===== src/psg_consts.vh =====
`ifndef PSG_CONSTS_VH
`define PSG_CONSTS_VH
// register byte addresses (word aligned)
`define PSG_A_RAW_STAT 12'h050
`define PSG_A_BASE_CFG 12'h060
`define PSG_A_TRANSL 12'h064
`define PSG_A_EXT_CFG 12'h070
`define PSG_A_RUN_GATE 12'h100
`define PSG_A_SLP_GATE 12'h110
`define PSG_A_DSLP_GATE 12'h120
`define PSG_A_DSLP_CFG 12'h144
`define PSG_A_STATUS 12'h148
// reset values
`define PSG_RST_BASE_CFG 32'h07803ad1
`define PSG_RST_EXT_CFG 32'h07802810
`define PSG_RST_GATE 32'h00000040
`define PSG_RST_DSLP_CFG 32'h07800000
// base configuration fields
`define PSG_B_DIV_HI 26
`define PSG_B_DIV_LO 23
`define PSG_B_USEDIV 22
`define PSG_B_ACG 27
`define PSG_B_PWRDN 13
`define PSG_B_BYPASS 11
`define PSG_B_CRYS_HI 9
`define PSG_B_CRYS_LO 6
// crystal code held in the base configuration reset value
`define PSG_RST_CRYS 4'hb
`define PSG_B_OSC_HI 5
`define PSG_B_OSC_LO 4
// extended configuration fields
`define PSG_E_USE 31
`define PSG_E_DIV_HI 28
`define PSG_E_DIV_LO 23
`define PSG_E_PWRDN 13
`define PSG_E_BYPASS 11
`define PSG_E_OSC_HI 6
`define PSG_E_OSC_LO 4
// deep-sleep configuration fields
`define PSG_D_DIV_HI 28
`define PSG_D_DIV_LO 23
`define PSG_D_OSC_HI 6
`define PSG_D_OSC_LO 4
// oscillator source codes
`define PSG_OSC_MAIN 3'h0
`define PSG_OSC_RTC 3'h7
// raw status bit and ready count
`define PSG_RAW_LOCK 6
`define PSG_READY_COUNT 13'h1200
`endif


===== src/psg_clock_ctrl.v =====
// Our own choices: the placing of the registers and register access over Avalon-MM.
`default_nettype none
`include "psg_consts.vh"

// Overview of operation
// - six-bit extended divider, divide by encoding plus one, up to /64.
// - pll source halved from 400 MHz before the system divider.
// - divider unused and pll bypassed: system clock runs undivided.
// - crystal select translated into pll settings when main oscillator feeds pll.
// - translation readable in a read-only translation register.
// - crystal select change retranslates and relocks; same value does not.
// - extended oscillator source 0x7 selects 32 kHz rtc oscillator as reference.
// - pll disabled after reset until software enables it.
// - normal mode drives pll output; power-down mode does not.
// - power-down to normal transition starts a relock wait.
// - ready down-counter on main oscillator, loaded with 0x1200 per trigger.
// - one-step pll select keeps oscillator clocking until ready count expires.
// - lock raw flag set when ready time met; software polls it.
// - run mode clocks processor and run-gated peripherals.
// - sleep stops processor and memory clocks, keeps system clock unchanged.
// - sleep gates from sleep registers with auto gating, else run registers.
// - wait-for-irq enters sleep, deep-sleep bit selects deep; irq wakes.
// - deep sleep gates from deep-sleep registers with auto gating, else run.
// - deep sleep uses main oscillator or the selected internal oscillator.
// - deep sleep powers pll down; divider override applies only if pll was on at entry, else saved divider.
// - wake restores source and divider before re-enabling gated clocks.
// - extended use bit makes extended fields replace base fields.
module psg_clock_ctrl (
  // system
  input wire sys_clk,
  input wire rst,
  // avalon-mm slave
  input wire [11:0] avs_address,
  input wire avs_read,
  input wire avs_write,
  input wire [31:0] avs_writedata,
  output reg [31:0] avs_readdata,
  output wire avs_waitrequest,
  // main oscillator as a sampled level
  input wire main_osc_clk,
  // processor sleep handshake
  input wire wait_irq_req,
  input wire deep_sleep_en,
  input wire irq_pending,
  // clock tree control
  output reg pll_pwr_on,
  output reg pll_out_en,
  output reg [2:0] sys_src_sel,
  output reg sys_use_pll,
  output reg sys_div_en,
  output reg [6:0] sys_divisor,
  output reg [11:0] pll_translation,
  output reg main_osc_pwr_on,
  output reg int_osc_pwr_on,
  output reg cpu_clk_en,
  output reg [31:0] periph_clk_en,
  output reg pll_locked
);

  localparam ST_RUN = 2'h0;
  localparam ST_SLEEP = 2'h1;
  localparam ST_DEEP = 2'h2;
  localparam ST_WAKE = 2'h3;

  reg [31:0] base_cfg_r, ext_cfg_r, run_gate_r, slp_gate_r, dslp_gate_r, dslp_cfg_r;
  reg [1:0] state_r;
  reg ack_r;
  reg [12:0] ready_cnt_r;
  reg cnt_run_r;
  reg [2:0] osc_sync_r;
  reg osc_level_r;
  reg pll_on_prev_r;
  reg [3:0] crys_prev_r;
  reg [2:0] save_src_r;
  reg [5:0] save_div_r;
  reg save_pll_r;

  // effective fields
  wire use_ext = ext_cfg_r[`PSG_E_USE];
  wire [2:0] eff_osc = use_ext ? ext_cfg_r[`PSG_E_OSC_HI:`PSG_E_OSC_LO] :
                       {1'b0, base_cfg_r[`PSG_B_OSC_HI:`PSG_B_OSC_LO]};
  wire eff_bypass = use_ext ? ext_cfg_r[`PSG_E_BYPASS] : base_cfg_r[`PSG_B_BYPASS];
  wire eff_pwrdn = use_ext ? ext_cfg_r[`PSG_E_PWRDN] : base_cfg_r[`PSG_B_PWRDN];
  wire [5:0] eff_div = use_ext ? ext_cfg_r[`PSG_E_DIV_HI:`PSG_E_DIV_LO] :
                       {2'h0, base_cfg_r[`PSG_B_DIV_HI:`PSG_B_DIV_LO]};
  wire use_div = base_cfg_r[`PSG_B_USEDIV];
  wire auto_gate = base_cfg_r[`PSG_B_ACG];
  wire [3:0] crys = base_cfg_r[`PSG_B_CRYS_HI:`PSG_B_CRYS_LO];
  wire pll_on = ~eff_pwrdn;
  wire [2:0] ds_osc = dslp_cfg_r[`PSG_D_OSC_HI:`PSG_D_OSC_LO];
  wire [5:0] ds_div = use_ext ? dslp_cfg_r[`PSG_D_DIV_HI:`PSG_D_DIV_LO] :
                      {2'h0, dslp_cfg_r[`PSG_D_DIV_LO+3:`PSG_D_DIV_LO]};

  // relock only on a real change
  wire crys_changed = (crys != crys_prev_r);
  wire pll_powered_up = pll_on & ~pll_on_prev_r;
  wire relock = crys_changed | pll_powered_up;

  // translation of crystal number into pll settings
  reg [11:0] transl;
  always @* begin
    // reference multiplier word and predivider derived from crystal code
    transl = {2'h0, 6'h32 - {2'h0, crys}, crys};
    // rtc reference uses its own fixed setting
    if (eff_osc == `PSG_OSC_RTC) begin
      transl = 12'hfff;
    end
  end

  // oscillator edge: stages 2 and 3 agree on a new level
  wire osc_rise = (osc_sync_r[2] == osc_sync_r[1]) & osc_sync_r[1] & ~osc_level_r;

  wire bus_rd = avs_read & ~ack_r;
  // writes land at the edge where waitrequest is seen low
  wire bus_wr = avs_write & ack_r;
  assign avs_waitrequest = (avs_read | avs_write) & ~ack_r;

  reg [31:0] rd_nxt;
  always @* begin
    rd_nxt = 32'h0;
    case (avs_address)
      `PSG_A_RAW_STAT: rd_nxt[`PSG_RAW_LOCK] = pll_locked;
      `PSG_A_BASE_CFG: rd_nxt = base_cfg_r;
      `PSG_A_TRANSL: rd_nxt = {20'h0, pll_translation};
      `PSG_A_EXT_CFG: rd_nxt = ext_cfg_r;
      `PSG_A_RUN_GATE: rd_nxt = run_gate_r;
      `PSG_A_SLP_GATE: rd_nxt = slp_gate_r;
      `PSG_A_DSLP_GATE: rd_nxt = dslp_gate_r;
      `PSG_A_DSLP_CFG: rd_nxt = dslp_cfg_r;
      `PSG_A_STATUS: rd_nxt = {28'h0, cnt_run_r, cpu_clk_en, state_r};
      default: rd_nxt = 32'h0;
    endcase
  end

  always @(posedge sys_clk) begin
    if (rst) begin
      ack_r <= 1'b0;
      avs_readdata <= 32'h0;
      // pll held down by reset value
      base_cfg_r <= `PSG_RST_BASE_CFG;
      ext_cfg_r <= `PSG_RST_EXT_CFG;
      run_gate_r <= `PSG_RST_GATE;
      slp_gate_r <= `PSG_RST_GATE;
      dslp_gate_r <= `PSG_RST_GATE;
      dslp_cfg_r <= `PSG_RST_DSLP_CFG;
    end else begin
      ack_r <= (avs_read | avs_write) & ~ack_r;
      if (bus_rd) begin
        avs_readdata <= rd_nxt;
      end
      if (bus_wr) begin
        case (avs_address)
          `PSG_A_BASE_CFG: base_cfg_r <= avs_writedata;
          `PSG_A_EXT_CFG: ext_cfg_r <= avs_writedata;
          `PSG_A_RUN_GATE: run_gate_r <= avs_writedata;
          `PSG_A_SLP_GATE: slp_gate_r <= avs_writedata;
          `PSG_A_DSLP_GATE: dslp_gate_r <= avs_writedata;
          `PSG_A_DSLP_CFG: dslp_cfg_r <= avs_writedata;
          default: ;
        endcase
      end
    end
  end

  // ready counter, advanced on main oscillator edges
  always @(posedge sys_clk) begin
    if (rst) begin
      osc_sync_r <= 3'h0;
      osc_level_r <= 1'b0;
      pll_on_prev_r <= 1'b0;
      // matches the reset crystal code, so release gives no false relock
      crys_prev_r <= `PSG_RST_CRYS;
      ready_cnt_r <= 13'h0;
      cnt_run_r <= 1'b0;
      pll_locked <= 1'b0;
      pll_translation <= 12'h0;
    end else begin
      osc_sync_r <= {osc_sync_r[1:0], main_osc_clk};
      if (osc_sync_r[2] == osc_sync_r[1]) begin
        osc_level_r <= osc_sync_r[2];
      end
      pll_on_prev_r <= pll_on & (state_r != ST_DEEP);
      crys_prev_r <= crys;
      pll_translation <= transl;
      if (relock) begin
        ready_cnt_r <= `PSG_READY_COUNT;
        cnt_run_r <= 1'b1;
        pll_locked <= 1'b0;
      end else if (~pll_on) begin
        cnt_run_r <= 1'b0;
        pll_locked <= 1'b0;
      end else if (cnt_run_r & osc_rise) begin
        if (ready_cnt_r == 13'h1) begin
          cnt_run_r <= 1'b0;
          pll_locked <= 1'b1;
        end
        ready_cnt_r <= ready_cnt_r - 13'h1;
      end
    end
  end

  // power-mode sequencer
  always @(posedge sys_clk) begin
    if (rst) begin
      state_r <= ST_RUN;
      save_src_r <= `PSG_OSC_MAIN;
      save_div_r <= 6'h0;
      save_pll_r <= 1'b0;
    end else begin
      case (state_r)
        ST_RUN: if (wait_irq_req & ~irq_pending) begin
          state_r <= deep_sleep_en ? ST_DEEP : ST_SLEEP;
          save_src_r <= eff_osc;
          save_div_r <= eff_div;
          save_pll_r <= pll_on;
        end
        ST_SLEEP: if (irq_pending) state_r <= ST_RUN;
        ST_DEEP: if (irq_pending) state_r <= ST_WAKE;
        // one cycle with restored clocks before gates reopen
        ST_WAKE: state_r <= ST_RUN;
        default: state_r <= ST_RUN;
      endcase
    end
  end

  // clock tree outputs
  always @(posedge sys_clk) begin
    if (rst) begin
      pll_pwr_on <= 1'b0;
      pll_out_en <= 1'b0;
      sys_src_sel <= `PSG_OSC_MAIN;
      sys_use_pll <= 1'b0;
      sys_div_en <= 1'b0;
      sys_divisor <= 7'h1;
      main_osc_pwr_on <= 1'b1;
      int_osc_pwr_on <= 1'b1;
      cpu_clk_en <= 1'b1;
      periph_clk_en <= `PSG_RST_GATE;
    end else if (state_r == ST_DEEP) begin
      pll_pwr_on <= 1'b0;
      pll_out_en <= 1'b0;
      sys_use_pll <= 1'b0;
      sys_div_en <= 1'b1;
      sys_divisor <= {1'b0, save_pll_r ? ds_div : save_div_r} + 7'h1;
      // main oscillator unless an internal one is chosen
      sys_src_sel <= ds_osc;
      main_osc_pwr_on <= (ds_osc == `PSG_OSC_MAIN);
      int_osc_pwr_on <= (ds_osc != `PSG_OSC_MAIN);
      cpu_clk_en <= 1'b0;
      periph_clk_en <= auto_gate ? dslp_gate_r : run_gate_r;
    end else begin
      pll_pwr_on <= pll_on;
      pll_out_en <= pll_on;
      sys_src_sel <= (state_r == ST_WAKE) ? save_src_r : eff_osc;
      main_osc_pwr_on <= 1'b1;
      int_osc_pwr_on <= 1'b1;
      sys_use_pll <= ~eff_bypass & pll_on & pll_locked;
      // pll path always halved; bypass without divider is undivided
      sys_div_en <= use_div | ~eff_bypass;
      sys_divisor <= ((use_div | ~eff_bypass) ? {1'b0, eff_div} + 7'h1 : 7'h1);
      if (state_r == ST_SLEEP) begin
        cpu_clk_en <= 1'b0;
        periph_clk_en <= auto_gate ? slp_gate_r : run_gate_r;
      end else if (state_r == ST_WAKE) begin
        cpu_clk_en <= 1'b0;
        periph_clk_en <= 32'h0;
      end else begin
        cpu_clk_en <= 1'b1;
        periph_clk_en <= run_gate_r;
      end
    end
  end

endmodule // psg_clock_ctrl
`default_nettype wire


===== config.mk =====
export PLATFORM = sky130hd
export DESIGN_NAME = psg_clock_ctrl
export DESIGN_NICKNAME = d
export VERILOG_FILES = /design/src/psg_clock_ctrl.v
export VERILOG_INCLUDE_DIRS = /design/src
export SDC_FILE = /design/constraint.sdc
export NUM_CORES = 1
export LEC_CHECK = 0
export BUFFER_PORTS_ARGS = -buffer_cell sky130_fd_sc_hd__buf_2
export CAP_MARGIN = 20
export CELL_PAD_IN_SITES_DETAIL_PLACEMENT = 0
export CELL_PAD_IN_SITES_GLOBAL_PLACEMENT = 1
export CORE_MARGIN = 2
export CORE_UTILIZATION = 40
export CTS_CLUSTER_DIAMETER = 80
export CTS_CLUSTER_SIZE = 40
export DETAILED_ROUTE_END_ITERATION = 12
export GPL_ROUTABILITY_DRIVEN = 0
export PLACE_DENSITY = 0.88
export SLEW_MARGIN = 20
export SYNTH_ARGS = -nofsm -noshare
export SYNTH_HDL_FRONTEND = slang
export SYNTH_SLANG_ARGS = --single-unit

===== constraint.sdc =====
create_clock -name sys_clk -period 2.8 [get_ports sys_clk]
set_clock_uncertainty 0.15 [all_clocks]
set_input_delay 0.84 -clock sys_clk [delete_from_list [all_inputs] [get_ports sys_clk]]
set_output_delay 0.84 -clock sys_clk [all_outputs]
set_load 0.03 [all_outputs]

==> metrics <==
min Tclk post-route 2.61 ns; Critical Path AT 2.92 ns; cell area after layout 15800 um^2; post-synthesis simple-gate area fraction 0.199; row cnt 67; Worst-Margin Slew 0.675 ns; die extent in y 188 um; Final Hold Slack 0.305 ns; largest family of logic cells by synthesized area simple AND/OR/NAND/NOR gates; ys flop type dfxtp_1; Via Count 12500; DP Area 15200 um^2; Num CTS Buffers 16; Die Width 188 um; Cell Chain, Critical Path buf_2 -> or4_1 -> buf_4 -> nor2_1 -> buf_4 -> buf_4 -> a32oi_1 -> a21oi_1 -> buf_4 -> a22o_1; LEAKAGE 6.03 nW; Initial DRC Count 1278; Cell Area, Synth 13600 um^2; Maximum Capacitance Violations 0; share of cells above drive strength 1 0.172; post-place setup slack -0.291 ns; Avg Cell Area, Syn 8.18 um^2; first-pass GRT wire length 68.1 mm; Skew-Pair Late Insertion Delay 0.53 ns; TritonCTS clock tree done; # setup viols final 0; fin crit share 0.931; buffers and inverters on the worst path 5; Initial Utilization 0.405; WL final 43.9 mm; hold crit path type reg -> reg; Req. time, crit path 3.11 ns; Post-route DRC 0; post-synthesis compound-gate area fraction 0.198; Clock Tree Root clkbuf_16; first drt pass iteration count 5; vias in the first global route 12000; core area 33400 um^2; initial antenna violation count 3; Final Hold Fails 0; final net count 1833; CP Class in -> reg; die area 35400 um^2; mux share of post-synthesis cell area 0.0558; post-DR vias/cell 5.61; crit-path most repeated cell buf_4; CP Capture Type register; Slew Viols, Final 0; Setup Buffers After CTS 0; RSZ-0062 raised after global routing false; hold_buf cts 0; grt ovf 0; Boundary Pins 147; Critical Path Max Stage Delay 0.68 ns; Clock Pin Slew Worst Setup and Hold Paths 0.11 ns; power density over cell area 509 nW/um^2; final core occ 0.472; Largest delay share family, worst path buffers and inverters; Final ANT Viol Nets 0; Slew headroom 0.550; Async SR Flop Fraction 0; Slowest cell on crit path or4_1; total track usage 0.240; Buffers on Ports 146; HPWL after DPL 29.4 mm; post-cts resize count 0; routed len/inst 19.6 um; Setup crit start kind input port; synth warn 0; Synth Area in Adders 0.00554; setup ws final 0.193 ns; H-tree depth 1; largest net degree at the start of global routing 95; Post-Synthesis Cells 1658; total power 0.00803 W; Syn Nets 1716; Clock Path Buffers 3; status completed; Cell variety after synth 58; #FFs+latches synth 319; Peak Freq 0.384 GHz; Post-Synth XOR/XNOR Area 0.0162; Post-synth EDFFs 0; sequential share of the synthesized area 0.471; VDD IR-drop max 371 uV; Num Clock Sinks 319; crit path max fanout 6; Filler Cells Inserted 3246; Area Overhead vs Synth 16.4%
==> path summary, 6_finish.rpt <==
check                         from               end  slack, ns  depth (start not counted)
setup / recovery   avs_address[11]   avs_readdata[0]       0.19                         10
hold / removal    avs_readdata[25]  avs_readdata[25]       0.31                          2
setup reg to reg     ext_cfg_r[31]    sys_divisor[4]       0.59                          7
hold reg to reg   avs_readdata[25]  avs_readdata[25]       0.31                          2
==> where the power goes <==
| part | internal (W) | switching, W | total [W] |
|---|---|---|---|
| Combinational | 0.000139 | 0.000323 | 0.000461 |
| Clock | 0.00130 | 0.00169 | 0.00299 |
| Sequential | 0.00456 | 0.0000202 | 0.00458 |
| Total | 0.00600 | 0.00203 | 0.00803 |
==> logic make-up after synthesis <==
kind of cell / count (synthesis)
compound gates: 430
xor+xnor: 25
fa+ha+maj: 6
buf+inv: 178
flops: 319
mux: 72
simple gates: 628
==> state kept, by name, indices dropped and copies added, names as in the netlist, 2 cells and up <==
| register | cells |
|---|---|
| avs_readdata | 32 |
| base_cfg_r | 32 |
| crys_prev_r | 4 |
| dslp_cfg_r | 32 |
| dslp_gate_r | 32 |
| ext_cfg_r | 32 |
| osc_sync_r | 3 |
| periph_clk_en | 32 |
| pll_translation | 10 |
| ready_cnt_r | 13 |
| run_gate_r | 32 |
| save_div_r | 6 |
| save_src_r | 3 |
| slp_gate_r | 32 |
| state_r | 2 |
| sys_divisor | 7 |
| sys_src_sel | 3 |
==> worst register-to-register path: stages (launching register included) <==
cell     delay, ns
dfxtp_1       0.72
mux2i_1       0.43
inv_1         0.08
ha_1          0.23
o21ai_0       0.15
xor2_1        0.12
a22oi_1       0.16
nor2_1        0.05
==> layout make-up <==
cell class | count | area [um^2] | share of cell area
multi-input combinational | 1161 | 6470 | 0.410
sequential | 319 | 6390 | 0.405
timing repair buffer | 232 | 1600 | 0.101
tap | 448 | 561 | 0.0355
clock buffer | 17 | 425 | 0.0270
inverter | 45 | 169 | 0.0107
clock inverter | 11 | 158 | 0.00999
antenna | 4 | 10.0 | 0.000634
==> routing by layer <==
layer	global-route usage	vias up	wire (um)	share of wire
met4	0.0739	0	1030	0.024
li1	-	5950	-	-
met2	0.389	541	20200	0.46
met1	0.333	5980	19400	0.44
met3	0.0305	74	3260	0.074
met5	0	-	0	0
==> layout by cell type, fill, tap and decap left out, types with 32 or more instances in the layout <==
master / n
a21oi_1: 224
buf_2: 145
buf_4: 69
dfxtp_1: 318
inv_1: 44
mux2i_1: 43
nand2_1: 448
nand3_1: 39
nor2_1: 47
o221ai_1: 32
==> cells in the mapped netlist (all sizes together) (6+ instances only) <==
cell type	instances	area, um^2
xnor2	18	158
o2bb2ai	6	52.6
o221ai	32	280
nand3	39	195
nand2b	6	37.5
nand2	448	1680
a21o	31	233
mux2	29	327
buf	33	194
a211oi	12	90.1
nor3	18	90.1
o21ai	48	240
nor4	12	124
inv	44	165
a22o	11	96.3
xor2	7	61.3
a222oi	21	210
clkbuf	100	375
nor2	48	180
ha	6	75.1
dfxtp	319	6390
a21oi	224	1120
a221oi	6	52.6
nand3b	6	45.0
and2	6	37.5
mux2i	43	430
nor2b	16	100
a22oi	10	75.1
==> metrics by stage <==
stage | setup TNS, ns | cells
CTS | 0 | 2233
finish | 0 | 2237
global route | 0 | 2235
floorplan | -0.970 | 1658
detailed placement | -35.80 | 2205
global placement | -28.14 | 2205
Power figures use the tool's default switching activity.
